<file path="src/pwdc_pkg.sv">
package pwdc_pkg;

	// ----------------------------------------------------------------
	// Register indices (byte address is four times the index)
	// ----------------------------------------------------------------
	localparam logic [5:0] IDX_DITHER_TARGET = 6'h18;
	localparam logic [5:0] IDX_DITHER_INC = 6'h19;
	localparam logic [5:0] IDX_DEBUG_CTRL = 6'h1e;
	localparam logic [5:0] IDX_CAP_A_LO = 6'h22;
	localparam logic [5:0] IDX_CAP_A_HI = 6'h23;
	localparam logic [5:0] IDX_CAP_B_LO = 6'h24;
	localparam logic [5:0] IDX_CAP_B_HI = 6'h25;
	localparam logic [5:0] IDX_IRQ_STATUS = 6'h30;
	localparam logic [5:0] IDX_IRQ_MASK = 6'h31;
	localparam logic [5:0] IDX_SW_CAPTURE = 6'h32;

	// ----------------------------------------------------------------
	// Field layout and reset values
	// ----------------------------------------------------------------
	localparam int DITHER_W = 4;
	localparam int SEL_W = 2;
	localparam int BIT_RUN_HALTED = 0;
	localparam int BIT_HALT_FAULT = 2;
	localparam int SEL_BIT_BOTH = 0;
	localparam int SEL_BIT_DEAD = 1;
	localparam int IRQ_W = 3;
	localparam int IRQ_CAP_A = 0;
	localparam int IRQ_CAP_B = 1;
	localparam int IRQ_FAULT = 2;
	localparam int BYTE_W = 8;
	localparam logic [7:0] RST_BYTE = 8'h00;
	localparam logic [11:0] RST_CAPTURE = 12'h000;
	localparam logic [31:0] RD_UNMAPPED = 32'h0000_0000;

	// ----------------------------------------------------------------
	// Types
	// ----------------------------------------------------------------
	typedef enum logic [0:0] {
		BUS_IDLE = 1'b0,
		BUS_ACK = 1'b1
	} pwdc_bus_e;

	typedef struct packed {
		logic cycle_end;
		logic update;
		logic trig_a;
		logic trig_b;
	} pwdc_evt_s;

endpackage

</file>
<file path="src/pwdc_top.sv">
// Operation
// - At each cycle end add the 4-bit dither increment into a 4-bit accumulator.
// - On accumulator overflow issue a one-step stretch of the chosen portion.
// - The target select field decides on-time or dead time gets the stretch.
// - Select 0 ramp B on, 1 ramps A+B on, 2 B dead, 3 A+B dead.
// - Dither increment is double-buffered and loads on the update condition.
// - Halt-fault at 1 with run-while-halted at 0: debug halt raises a fault and sets both trigger flags.
// - Halt-fault at 0: debug halt raises no fault.
// - Run-while-halted at 0: freeze and ignore events during break debug.
// - Run-while-halted at 1: keep running normally during break debug.
// - Captures are 12-bit read-only values seen as low and high bytes.
// - Capture A samples the counter on trigger A or software capture A.
// - Capture B samples the counter on trigger B or software capture B.
// - A capture starts from a software request or an incoming event.
// - Visible captures load from the first buffer only on update.
// - Presented capture blocks new data until software reads its high byte.
`timescale 1ns/1ps
`default_nettype none

module pwdc_top #(
	parameter int CNT_W = 12,
	parameter int ADDR_W = 8
) (
	input wire logic ref_clk_i,
	input wire logic resetn_i,
	input wire logic ce_i,
	input wire logic [ADDR_W-1:0] avs_address_i,
	input wire logic avs_read_i,
	input wire logic avs_write_i,
	input wire logic [31:0] avs_writedata_i,
	input wire logic [3:0] avs_byteenable_i,
	output logic [31:0] avs_readdata_o,
	output logic avs_waitrequest_o,
	input wire logic [CNT_W-1:0] counter_i,
	input wire pwdc_pkg::pwdc_evt_s evt_i,
	input wire logic debug_halt_i,
	output logic timer_run_o,
	output logic dither_step_a_o,
	output logic dither_step_b_o,
	output logic dither_deadtime_o,
	output logic fault_o,
	output logic trig_flags_set_o,
	output logic irq_o
);

	// ----------------------------------------------------------------
	// Declarations
	// ----------------------------------------------------------------
	pwdc_pkg::pwdc_bus_e bus_state_ff;
	logic [31:0] rdata_ff;
	logic [pwdc_pkg::SEL_W-1:0] dither_target_ff;
	logic [pwdc_pkg::DITHER_W-1:0] dither_val_ff;
	logic [pwdc_pkg::DITHER_W-1:0] dither_act_ff;
	logic [pwdc_pkg::DITHER_W-1:0] acc_ff;
	logic run_halted_ff;
	logic halt_fault_ff;
	logic fault_ff;
	logic trig_set_ff;
	logic step_a_ff;
	logic step_b_ff;
	logic run_ff;
	logic [CNT_W-1:0] buf_ff [2];
	logic [CNT_W-1:0] cap_ff [2];
	logic [1:0] pend_ff;
	logic [1:0] lock_ff;
	logic [pwdc_pkg::IRQ_W-1:0] irq_sts_ff;
	logic [pwdc_pkg::IRQ_W-1:0] irq_mask_ff;
	logic [5:0] idx;
	logic acc_ok;
	logic wr_ok;
	logic rd_ok;
	logic halted;
	logic frozen;
	logic cyc_end;
	logic upd;
	logic ovf;
	logic [pwdc_pkg::DITHER_W:0] acc_sum;
	logic [1:0] trig;
	logic [1:0] sw_cap;
	logic [1:0] present;
	logic [1:0] hi_read;
	logic [pwdc_pkg::IRQ_W-1:0] irq_evt;
	logic [31:0] nxt_rdata;

	// Capture reset value, declared ahead of the capture process that reads it.
	localparam logic [CNT_W-1:0] RST_CAP = CNT_W'(pwdc_pkg::RST_CAPTURE);

	// Picks one byte of a capture value, zero-extended to the bus width.
	function automatic logic [31:0] cap_byte(input logic [CNT_W-1:0] v, input logic hi);
		logic [15:0] w;
		w = 16'(v);
		cap_byte = hi ? 32'(w[15:8]) : 32'(w[7:0]);
	endfunction

	// ----------------------------------------------------------------
	// Avalon-MM slave
	// ----------------------------------------------------------------
	// Every access is answered in the second clock-enabled cycle; the commit point is the
	// ACK state so write effects and read side effects happen exactly once.
	assign idx = avs_address_i[ADDR_W-1:2];
	assign acc_ok = (bus_state_ff == pwdc_pkg::BUS_ACK) && ce_i;
	assign wr_ok = acc_ok && avs_write_i && avs_byteenable_i[0];
	assign rd_ok = acc_ok && avs_read_i;
	assign avs_waitrequest_o = (avs_read_i || avs_write_i) && !acc_ok;
	assign avs_readdata_o = rdata_ff;

	// Bus state advances only while the clock enable is high.
	always_ff @(posedge ref_clk_i or negedge resetn_i) begin
		if (!resetn_i) begin
			bus_state_ff <= pwdc_pkg::BUS_IDLE;
		end else if (ce_i) begin
			case (bus_state_ff)
				pwdc_pkg::BUS_IDLE: begin
					if (avs_read_i || avs_write_i) begin
						bus_state_ff <= pwdc_pkg::BUS_ACK;
					end
				end
				pwdc_pkg::BUS_ACK: begin
					bus_state_ff <= pwdc_pkg::BUS_IDLE;
				end
				default: begin
					bus_state_ff <= pwdc_pkg::BUS_IDLE;
				end
			endcase
		end
	end

	// Read mux; unmapped indices and reserved bits read as zero.
	always_comb begin
		nxt_rdata = pwdc_pkg::RD_UNMAPPED;
		case (idx)
			pwdc_pkg::IDX_DITHER_TARGET: nxt_rdata = 32'(dither_target_ff);
			pwdc_pkg::IDX_DITHER_INC: nxt_rdata = 32'(dither_val_ff);
			pwdc_pkg::IDX_DEBUG_CTRL: begin
				nxt_rdata[pwdc_pkg::BIT_RUN_HALTED] = run_halted_ff;
				nxt_rdata[pwdc_pkg::BIT_HALT_FAULT] = halt_fault_ff;
			end
			pwdc_pkg::IDX_CAP_A_LO: nxt_rdata = cap_byte(cap_ff[0], 1'b0);
			pwdc_pkg::IDX_CAP_A_HI: nxt_rdata = cap_byte(cap_ff[0], 1'b1);
			pwdc_pkg::IDX_CAP_B_LO: nxt_rdata = cap_byte(cap_ff[1], 1'b0);
			pwdc_pkg::IDX_CAP_B_HI: nxt_rdata = cap_byte(cap_ff[1], 1'b1);
			pwdc_pkg::IDX_IRQ_STATUS: nxt_rdata = 32'(irq_sts_ff);
			pwdc_pkg::IDX_IRQ_MASK: nxt_rdata = 32'(irq_mask_ff);
			default: nxt_rdata = pwdc_pkg::RD_UNMAPPED;
		endcase
	end

	// Read data is captured on entry to ACK and stands through it.
	always_ff @(posedge ref_clk_i or negedge resetn_i) begin
		if (!resetn_i) begin
			rdata_ff <= pwdc_pkg::RD_UNMAPPED;
		end else if (ce_i && bus_state_ff == pwdc_pkg::BUS_IDLE && avs_read_i) begin
			rdata_ff <= nxt_rdata;
		end
	end

	// ----------------------------------------------------------------
	// Control registers
	// ----------------------------------------------------------------
	// Writes to the increment land in the shadow copy only.
	always_ff @(posedge ref_clk_i or negedge resetn_i) begin
		if (!resetn_i) begin
			dither_target_ff <= pwdc_pkg::RST_BYTE[pwdc_pkg::SEL_W-1:0];
			dither_val_ff <= pwdc_pkg::RST_BYTE[pwdc_pkg::DITHER_W-1:0];
			run_halted_ff <= 1'b0;
			halt_fault_ff <= 1'b0;
			irq_mask_ff <= pwdc_pkg::RST_BYTE[pwdc_pkg::IRQ_W-1:0];
		end else if (wr_ok) begin
			case (idx)
				pwdc_pkg::IDX_DITHER_TARGET: begin
					dither_target_ff <= avs_writedata_i[pwdc_pkg::SEL_W-1:0];
				end
				pwdc_pkg::IDX_DITHER_INC: begin
					dither_val_ff <= avs_writedata_i[pwdc_pkg::DITHER_W-1:0];
				end
				pwdc_pkg::IDX_DEBUG_CTRL: begin
					run_halted_ff <= avs_writedata_i[pwdc_pkg::BIT_RUN_HALTED];
					halt_fault_ff <= avs_writedata_i[pwdc_pkg::BIT_HALT_FAULT];
				end
				pwdc_pkg::IDX_IRQ_MASK: begin
					irq_mask_ff <= avs_writedata_i[pwdc_pkg::IRQ_W-1:0];
				end
				default: begin
				end
			endcase
		end
	end

	// ----------------------------------------------------------------
	// Debug halt
	// ----------------------------------------------------------------
	// While frozen the timer ignores its events; with the run bit set a
	// debug halt changes nothing.
	assign halted = debug_halt_i && !run_halted_ff;
	assign frozen = halted || !ce_i;
	assign cyc_end = evt_i.cycle_end && !frozen;
	assign upd = evt_i.update && !frozen;
	assign trig = {evt_i.trig_b, evt_i.trig_a} & {2{!frozen}};

	// Fault is a level for the whole halt; trigger flags pulse once on entry.
	always_ff @(posedge ref_clk_i or negedge resetn_i) begin
		if (!resetn_i) begin
			fault_ff <= 1'b0;
			trig_set_ff <= 1'b0;
			run_ff <= 1'b0;
		end else if (ce_i) begin
			fault_ff <= halted && halt_fault_ff;
			trig_set_ff <= halted && halt_fault_ff && !fault_ff;
			run_ff <= !halted;
		end
	end
	assign fault_o = fault_ff;
	assign trig_flags_set_o = trig_set_ff;
	assign timer_run_o = run_ff;

	// ----------------------------------------------------------------
	// Dither
	// ----------------------------------------------------------------
	assign acc_sum = {1'b0, acc_ff} + {1'b0, dither_act_ff};
	assign ovf = cyc_end && acc_sum[pwdc_pkg::DITHER_W];

	// Active increment follows the shadow only at an update, so a change
	// never lands half way through a dither sequence.
	always_ff @(posedge ref_clk_i or negedge resetn_i) begin
		if (!resetn_i) begin
			dither_act_ff <= pwdc_pkg::RST_BYTE[pwdc_pkg::DITHER_W-1:0];
		end else if (upd) begin
			dither_act_ff <= dither_val_ff;
		end
	end

	// Accumulator wraps; the carry out is the stretch request.
	always_ff @(posedge ref_clk_i or negedge resetn_i) begin
		if (!resetn_i) begin
			acc_ff <= pwdc_pkg::RST_BYTE[pwdc_pkg::DITHER_W-1:0];
		end else if (cyc_end) begin
			acc_ff <= acc_sum[pwdc_pkg::DITHER_W-1:0];
		end
	end

	// Ramp B always gets the step; ramp A only in the A+B encodings.
	always_ff @(posedge ref_clk_i or negedge resetn_i) begin
		if (!resetn_i) begin
			step_a_ff <= 1'b0;
			step_b_ff <= 1'b0;
		end else if (ce_i) begin
			step_b_ff <= ovf;
			step_a_ff <= ovf && dither_target_ff[pwdc_pkg::SEL_BIT_BOTH];
		end
	end
	assign dither_step_a_o = step_a_ff;
	assign dither_step_b_o = step_b_ff;
	assign dither_deadtime_o = dither_target_ff[pwdc_pkg::SEL_BIT_DEAD];

	// ----------------------------------------------------------------
	// Capture channels
	// ----------------------------------------------------------------
	assign sw_cap[0] = wr_ok && idx == pwdc_pkg::IDX_SW_CAPTURE && avs_writedata_i[0];
	assign sw_cap[1] = wr_ok && idx == pwdc_pkg::IDX_SW_CAPTURE && avs_writedata_i[1];
	assign hi_read[0] = rd_ok && idx == pwdc_pkg::IDX_CAP_A_HI;
	assign hi_read[1] = rd_ok && idx == pwdc_pkg::IDX_CAP_B_HI;
	assign present = pend_ff & ~lock_ff & {2{upd}};

	// First stage samples the counter; second stage is loaded on update
	// and then held until the high byte is read. A new sample in the same
	// cycle as a transfer stays pending for the next update.
	always_ff @(posedge ref_clk_i or negedge resetn_i) begin
		if (!resetn_i) begin
			for (int i = 0; i < 2; i++) begin
				buf_ff[i] <= RST_CAP;
				cap_ff[i] <= RST_CAP;
			end
			pend_ff <= 2'b00;
			lock_ff <= 2'b00;
		end else if (ce_i) begin
			for (int i = 0; i < 2; i++) begin
				if (trig[i] || sw_cap[i]) begin
					buf_ff[i] <= counter_i;
					pend_ff[i] <= 1'b1;
				end else if (present[i]) begin
					pend_ff[i] <= 1'b0;
				end
				if (present[i]) begin
					cap_ff[i] <= buf_ff[i];
					lock_ff[i] <= 1'b1;
				end else if (hi_read[i]) begin
					lock_ff[i] <= 1'b0;
				end
			end
		end
	end

	// ----------------------------------------------------------------
	// Interrupts
	// ----------------------------------------------------------------
	assign irq_evt = {trig_set_ff, present};

	// Set wins over a write-one clear landing in the same cycle.
	always_ff @(posedge ref_clk_i or negedge resetn_i) begin
		if (!resetn_i) begin
			irq_sts_ff <= pwdc_pkg::RST_BYTE[pwdc_pkg::IRQ_W-1:0];
		end else if (ce_i) begin
			if (wr_ok && idx == pwdc_pkg::IDX_IRQ_STATUS) begin
				irq_sts_ff <= (irq_sts_ff & ~avs_writedata_i[pwdc_pkg::IRQ_W-1:0]) | irq_evt;
			end else begin
				irq_sts_ff <= irq_sts_ff | irq_evt;
			end
		end
	end
	assign irq_o = |(irq_sts_ff & irq_mask_ff);
endmodule

`default_nettype wire

</file>
<file path="config.mk">
export PLATFORM = sky130hd
export DESIGN_NAME = pwdc_top
export DESIGN_NICKNAME = d
export VERILOG_FILES = /design/src/pwdc_pkg.sv /design/src/pwdc_top.sv
export SDC_FILE = /design/constraint.sdc
export NUM_CORES = 1
export LEC_CHECK = 0
export CAP_MARGIN = 20
export CORE_AREA = 2 2 90 92
export DETAILED_ROUTE_END_ITERATION = 10
export DIE_AREA = 0 0 92 94
export DONT_BUFFER_PORTS = 1
export PLACE_DENSITY_LB_ADDON = 0.12
export SLEW_MARGIN = 25
export SYNTH_ARGS = -nofsm -noshare
export SYNTH_HDL_FRONTEND = slang
export SYNTH_SLANG_ARGS = --single-unit
</file>
<file path="constraint.sdc">
create_clock -name ref_clk_i -period 1.7 [get_ports ref_clk_i]
set_clock_uncertainty 0.1 [all_clocks]
set_input_delay 0.51 -clock ref_clk_i [delete_from_list [all_inputs] [get_ports ref_clk_i]]
set_output_delay 0.51 -clock ref_clk_i [all_outputs]
set_load 0.01 [all_outputs]
</file>
* Word-level counts from Yosys, hierarchy flattened
Cells that the tools add are included.
** Operators by class
- $add $sub $neg :: 1
- Reduce and logical (&&, ||, !) cells :: 47
- Eq/ne operators :: 10
- Bitwise logic cells :: 10
- Muxes and demuxes :: 15
** Operators with widths (number)
- $eq 6x6->1 const B :: 7
- $pmux 5 s5 :: 1
- $reduce_and 2->1 :: 12
- $logic_and 1x1->1 :: 20
- $eq 6x5->1 const B :: 3
- $pmux 1 s8 :: 2
- $mux 1 :: 9
- $pmux 1 s9 :: 1
- $reduce_bool 2->1 :: 4
- $and 2x2->2 :: 3
- $and 3x3->3 :: 2
- $logic_not 1->1 :: 6
- $or 3x3->3 :: 2
- $add 4x4->5 :: 1
- $logic_or 1x1->1 :: 4
- $mux 3 :: 1
- $not 3->3 :: 1
- $reduce_or 3->1 :: 1
- $not 2->2 :: 1
- $pmux 1 s2 :: 1
- $not 1->1 :: 1
** Word-level totals
- Bits of input ports :: 66
- Register bits after elaboration :: 112

* Longest topological paths before layout
Gate-level depths: netlist of run 1.
- Depth after elaboration :: 8
- Gate-level depth with buffers :: 7
- Mapped depth without buffers :: 7

* Least setup slack after synthesis of run 1
Ideal clock, no wire load.
- Path type :: input to register
- Start :: input port avs_address_i[2]
- End :: register buf_ff[10] (netlist bit)
- Stages :: 6
- Library setup time :: 0.125 ns
- Slack :: -0.313 ns
- Data arrival time :: 1.788 ns
- Cell sequence :: buf_4 -> nand2b_1 -> nor3_2 -> a32o_2 -> buf_6 -> mux2_2
** On the way
- Longest elaborated chain between the ends :: 5
** RTL lines
- start: declaration :: line pwdc_top.sv:27 : input wire logic [ADDR_W-1:0] avs_address_i,
- $eq 6x6->1 :: line pwdc_top.sv:259 : assign sw_cap[1] = wr_ok && idx == pwdc_pkg::IDX_SW_CAPTURE && avs_writedata_i[1];
- $logic_and 1x1->1 (2 in series) :: line pwdc_top.sv:259
- $logic_or 1x1->1 :: line pwdc_top.sv:277 : if (trig[i] || sw_cap[i]) begin
- $reduce_and 2->1 (no line)
- end signal: indexed assignment :: line pwdc_top.sv:278 : buf_ff[i] <= counter_i;
- end: declaration :: line pwdc_top.sv:62 : logic [CNT_W-1:0] buf_ff [2];
Every way passes these cells.
A chain may end at the register's enable or synchronous reset.

* Final worst setup path of run 1
- Start :: register irq_sts_ff[2] (netlist bit)
- End :: output port irq_o
** On the way
- Longest elaborated chain between the ends :: 2
** RTL lines
- start: declaration :: line pwdc_top.sv:66 : logic [pwdc_pkg::IRQ_W-1:0] irq_sts_ff;
- start signal: assignment :: line pwdc_top.sv:301 : irq_sts_ff <= pwdc_pkg::RST_BYTE[pwdc_pkg::IRQ_W-1:0];
- start signal: assignment :: line pwdc_top.sv:304 : irq_sts_ff <= (irq_sts_ff & ~avs_writedata_i[pwdc_pkg::IRQ_W-1:0]) | irq_evt;
- start signal: assignment :: line pwdc_top.sv:306 : irq_sts_ff <= irq_sts_ff | irq_evt;
- $and 3x3->3 :: line pwdc_top.sv:310 : assign irq_o = |(irq_sts_ff & irq_mask_ff);
- $reduce_or 3->1 :: line pwdc_top.sv:310
- end: declaration :: line pwdc_top.sv:43 : output logic irq_o
Every way passes these cells.

==> flow_metrics.tcl, run 1 <==
set metrics [dict create \
    dp_slack_ns -0.213 \
    routed_wl_mm 9.02 \
    synth_cells 340 \
    clockRootBuffer "clkbuf_8" \
    grt_usage_pct 23.0 \
    max_freq_mhz 534 \
    place_inst 453 \
    htreeDepth 3 \
    instances_no_fill 476 \
    crit_buf_inv 1 \
    initial_core_util_pct 56.3 \
    hold_ws_ns -0.265 \
    cap_violations 0 \
    synth_top_cell_by_area "dfrtp_1" \
    critPathMaxStageDelay_ns 0.39 \
    total_power_uw 5640 \
    grt_max_degree 89 \
    hp-class "in2async" \
    fin_ws_ns -0.173 \
    p_comb_share_pct 20.2 \
    crit_arrival_ns 1.26 \
    startpoint_type "flip-flop" \
    wl_per_cell_um 18.9 \
    crit_path_max_fanout 2 \
    intPower_uw 4080 \
    crit_family "flip-flops" \
    avgSynthCellArea_um2 12.6 \
    rsz0062_at_grt "true" \
    power.switching_uw 1560 \
    synth_edf_count 0 \
    core_area_um2 7610 \
    swShare_pct 27.7 \
    crit_slowest_cell "dfrtp_1" \
    critPathRequiredTime_ns 1.09 \
    period_minus_slack_ns 1.87 \
    path_clk_slew_ns 0.09 \
    ys_seq_area_share_pct 51.4 \
    die_area_um2 8650 \
    finalSetupViolations 2 \
    hold_viol_final 88 \
    area_growth_pct 13.3 \
    grt_pass1_vias 2813 \
    die_w_um 92 \
    ant_nets 0 \
    cts-buffers-inserted 9 \
    grt_pass1_wl_mm 14.9 \
    pwr-share-seq_pct 54.1 \
    status "finished with violations" \
    async_reset_ff_share_pct 100 \
    powerDensity_nw_per_um2 1160 \
    die_h_um 94 \
    synth_top_area_share_pct 51.4 \
    dr.first_iter.drc_count 146 \
    fill_cells 603 \
    gp_congestion 0.836 \
    port_buffers 0 \
    vias 2652 \
    ir_worst_vdd_mv 0.792 \
    first_pass_iters 4 \
    yosysMostFrequentCell "dfrtp_1" \
    io_pins 106 \
    synth_area_leaders "dfrtp_1, mux2_2, mux2_4" \
    violations "negative hold slack, negative setup slack" \
    fin_crit_sh_pct 110 \
    synth_cell_type_count 56 \
    worst_setup_path_end_kind "output pin" \
    netlist_area_um2 4280 \
    cts_sinks 88 \
    seqCellArea_um2 2200 \
    crit_chain "a222oi_1, inv_1" \
    grt_overflow 0 \
    synth_flop_cell "dfrtp_1" \
    crit_type "reg2out" \
    post-dp-hpwl_mm 6.09 \
    cts_tree "built" \
    insertion_delay_ns 0.36 \
    antenna-diode-count 0 \
    drive_above_1_share_pct 34.2 \
    ys_ff_latch 88 \
    num_rows 32 \
    nNetsFinal 440 \
    total_leakage_power_uw 0.00226 \
    drc 0 \
    vias_per_cell 5.57 \
    clockBufferDepth 2 \
    antenna_found_initial 0 \
    power_frac_clock_pct 25.7 \
    synth_warnings 0 \
    utilization_pct 63.7 \
    synth_commonest_cells "dfrtp_1, mux2_2, buf_4" \
    multi_input_area_um2 1950 \
    drv_slew 0 \
]
## final cells by class
type	count	area share, %
flip-flops and latches	88	45.4
multi-input cells	227	40.2
repair buffers	32	6.89
well taps	102	2.63
clock buffers	9	2.55
clock inverters	7	1.47
inverters	11	0.851
## power groups by stage
stage / logic, uW / clock network, uW / registers, uW
5_1_grt: 1250 / 1570 / 3140
2_1_floorplan: 946 / 0 / 2970
6_report: 1140 / 1450 / 3050
3_5_place_dp: 1060 / 0 / 3090
3_3_place_gp: 1020 / 0 / 3070
4_1_cts: 1110 / 1480 / 3050
## cells in the final DEF, fill, tap and decap left out, drive strengths merged, types with 3 or more instances in the layout
cell type,count
ha,4
nand2,11
clkinv,5
a221oi,5
nor3,10
conb,24
nor3b,4
nor2,19
nand2b,5
a21oi,6
mux2i,8
dfrtp,88
buf,32
inv,12
nand3,7
clkbuf,9
mux2,66
a21o,5
o21ai,10
or3b,3
## cells by family (layout without fill, tap and decap cells)
logic type      Yosys count  in the layout  share of synthesized area, %
flops                    88             88                          51.4
mux                      74             74                          20.5
other cells               1             24                        0.0876
xor+xnor                  3              3                         0.614
fa+ha+maj                 5              5                          1.64
simple gates             75             75                          10.5
compound gates           46             46                          7.69
buf+inv                  48             59                          7.57
## per-stage QoR
stage,cell area (um2),setup TNS [ns]
2_1_floorplan,4430,-8.92
3_3_place_gp,4480,-9.99
3_5_place_dp,4480,-10.48
4_1_cts,4770,-0.513
5_1_grt,4850,-0.794
6_report,4850,-0.176
## routing by layer
metal / routed length [um] / GRT usage, % / part of all wire [%]
met1: 3960 / 29.6 / 44
met5: 0 / 0 / 0
met2: 4170 / 36.4 / 46
met4: 211 / 9.33 / 2.3
met3: 675 / 7.22 / 7.5
## final timing paths
kind | slack, ns | from | depth (start not counted) | to
worst max-delay path | -0.17 | irq_sts_ff[2]$_DFFE_PN0P_ | 2 | irq_o
worst min-delay path | -0.26 | resetn_i | 0 | dither_step_a_o$_DFFE_PN0P_
worst max register to register | 0 | run_halted_ff$_DFFE_PN0P_ | 5 | cap_ff[22]$_DFFE_PN0P_
worst min register to register | 0.38 | pend_ff[0]$_DFFE_PN0P_ | 1 | pend_ff[0]$_DFFE_PN0P_
max in group asynchronous | 1.60 | resetn_i | 0 | irq_mask_ff[2]$_DFFE_PN0P_
min in group ref_clk_i | 0.16 | ce_i | 1 | fault_o$_DFFE_PN0P_
## sequential cells by signal, indices dropped and copies added (netlist names), 2 cells and up
signal            flops
buf_ff               24
cap_ff               24
avs_readdata_o        8
acc_ff                4
dither_act_ff         4
dither_val_ff         4
irq_mask_ff           3
irq_sts_ff            3
dither_target_ff      2
lock_ff               2
pend_ff               2
## timing repair
item                       CTS  global route
setup buffers                2             3
pin swaps                    6             9
gates resized for setup      9            17
hold endpoints to repair    88            88
gates cloned                 2             0
setup endpoints to repair   23            60
No activity file was read; power rests on OpenSTA's default activity.
==> inputs of run 2 (changes only) <==
--- a/config.mk
+++ b/config.mk
@@ -6,11 +6,12 @@
 export NUM_CORES = 1
 export LEC_CHECK = 0
 export CAP_MARGIN = 20
-export CORE_AREA = 2 2 90 92
+export CORE_AREA = 2 2 96 98
 export DETAILED_ROUTE_END_ITERATION = 10
-export DIE_AREA = 0 0 92 94
+export DIE_AREA = 0 0 98 100
 export DONT_BUFFER_PORTS = 1
 export PLACE_DENSITY_LB_ADDON = 0.12
+export SETUP_SLACK_MARGIN = 0.05
 export SLEW_MARGIN = 25
 export SYNTH_ARGS = -nofsm -noshare
 export SYNTH_HDL_FRONTEND = slang
==> run 2 against run 1 <==
Compared with the run above: the flow still finishes with violations (negative hold slack, negative setup slack); critical path depth did not move; die area rose by 13%; sequential share of layout area fell by 2.6 points; wire length rose by 3.6%; total power rose by 5.4%; sequential power barely moved; setup slack improved by 0.035 ns; sequential cell count did not move; clock power rose by 14%; hold slack got worse by 0.0062 ns; design area rose by 6.1%; critical endpoint unchanged; largest power group unchanged.
==> flow_metrics.tcl, run 2 (synthesis gave the netlist of run 1 again) <==
set metrics [dict create \
    wl_per_cell_um 18.8 \
    place_inst 469 \
    status "finished with violations" \
    first_pass_iters 4 \
    ant_nets 0 \
    insertion_delay_ns 0.36 \
    worst_setup_path_end_kind "output pin" \
    drc 0 \
    crit_type "reg2out" \
    finalSetupViolations 48 \
    core_area_um2 8890 \
    cts_sinks 88 \
    crit_arrival_ns 1.23 \
    rsz0062_at_grt "true" \
    utilization_pct 57.9 \
    clockBufferDepth 2 \
    num_rows 35 \
    power_frac_clock_pct 27.7 \
    dp_slack_ns -0.212 \
    grt_pass1_wl_mm 15.2 \
    startpoint_type "flip-flop" \
    hold_viol_final 88 \
    initial_core_util_pct 48.1 \
    antenna_found_initial 0 \
    critPathMaxStageDelay_ns 0.42 \
    crit_chain "a222oi_1, inv_1" \
    port_buffers 0 \
    grt_usage_pct 20.1 \
    intPower_uw 4370 \
    period_minus_slack_ns 1.84 \
    grt_pass1_vias 2796 \
    area_growth_pct 20.2 \
    total_leakage_power_uw 0.00240 \
    final_common_cell "dfrtp_1" \
    placed_area_um2 4560 \
    swShare_pct 26.5 \
    mostFrequentLayoutCells "dfrtp_1, mux2_4, mux2_2" \
    grt_overflow 0 \
    cap_violations 0 \
    die_w_um 98 \
    vias 2715 \
    cts-buffers-inserted 9 \
    routed_wl_mm 9.34 \
    io_pins 106 \
    max_freq_mhz 544 \
    setup-tns-final_ns -2.65 \
    antenna-diode-count 0 \
    clockRootBuffer "clkbuf_8" \
    crit_path_max_fanout 3 \
    die_h_um 100 \
    ir_worst_vdd_mv 0.547 \
    htreeDepth 3 \
    drive_above_1_share_pct 40.5 \
    dr.first_iter.drc_count 115 \
    violations "negative hold slack, negative setup slack" \
    instances_no_fill 496 \
    final_area_um2 5150 \
    cts_tree "built" \
    drv_slew 0 \
    fin_crit_sh_pct 108 \
    p_comb_share_pct 20.7 \
    grt_max_degree 89 \
    powerDensity_nw_per_um2 1150 \
    crit_slowest_cell "dfrtp_1" \
    power.switching_uw 1580 \
    fin_ws_ns -0.137 \
    gp_congestion 0.798 \
    critPathRequiredTime_ns 1.09 \
    post-dp-hpwl_mm 6.37 \
    hp-class "in2async" \
    path_clk_slew_ns 0.10 \
    nNetsFinal 451 \
    die_area_um2 9800 \
    vias_per_cell 5.47 \
    hold_ws_ns -0.271 \
    pwr-share-seq_pct 51.5 \
    fill_cells 767 \
]
-- run 2: changes by cell type in the layout (fill, tap and decap cells not counted), moves of 2 or more --
cell / previous run / this run
mux2_4: 15 / 38
clkbuf_16: 0 / 2
buf_4: 25 / 27
mux2_2: 40 / 28
buf_6: 1 / 9
mux2_1: 11 / 0
clkinv_2: 3 / 0
-- run 2: path summary, 6_finish.rpt --
kind / start / endpoint / slack (ns) / cells after the start
max in group asynchronous: resetn_i / lock_ff[1]$_DFFE_PN0P_ / 1.63 / 0
setup / recovery: irq_sts_ff[2]$_DFFE_PN0P_ / irq_o / -0.14 / 2
hold reg to reg: pend_ff[1]$_DFFE_PN0P_ / pend_ff[1]$_DFFE_PN0P_ / 0.39 / 1
hold / removal: resetn_i / acc_ff[1]$_DFFE_PN0P_ / -0.27 / 0
setup reg to reg: run_halted_ff$_DFFE_PN0P_ / cap_ff[9]$_DFFE_PN0P_ / -0.09 / 6
min in group ref_clk_i: ce_i / fault_o$_DFFE_PN0P_ / 0.17 / 1
-- run 2: per-layer routing --
metal	routed length, um	GRT usage [%]	up-vias	part of all wire, %
met5	0	0	-	0
met3	427	5.43	12	4.6
met2	4600	32.2	58	49
li1	-	-	1257	-
met4	140	6.62	0	1.5
met1	4170	26.8	1388	45
-- run 2: cell type report --
class / instances / area, um2 / area share (%)
Tap cell: 111 / 139 / 2.70
Clock inverter: 5 / 88.8 / 1.73
Inverter: 11 / 41.3 / 0.802
Multi-Input combinational cell: 227 / 2070 / 40.3
Clock buffer: 11 / 141 / 2.75
Timing Repair Buffer: 43 / 462 / 8.97
Sequential cell: 88 / 2200 / 42.8
-- run 2: power groups by stage --
stage                     logic (uW)  clock network (uW)  registers (uW)
final                           1230                1650            3060
after floorplan                  954                   0            2970
after global routing            1350                1770            3140
after global placement          1030                   0            3070
after detailed placement        1060                   0            3100
after CTS                       1200                1690            3060
-- run 2: what timing repair did --
item / 4_1_cts / 5_1_grt
buffers inserted: 5 / 3
cloned: 3 / 0
gates resized for setup: 39 / 26
setup endpoints to repair: 56 / 72
endpoints found under the hold margin: 88 / 88
pin swaps: 7 / 6
-- run 2: critical path, delay by kind of cell, from the launching register on --
family                 cells  cell delay [ns]
AOI/OAI and AO/OA          1             0.32
buffers and inverters      1             0.13
DFF                        1             0.42
-- run 2: metrics by stage --
step	total power, uW	hold slack, ns
after floorplan	3920	0.114
after global placement	4100	0.118
after detailed placement	4160	0.117
after CTS	5950	-0.279
after global routing	6270	-0.299
final	5940	-0.271
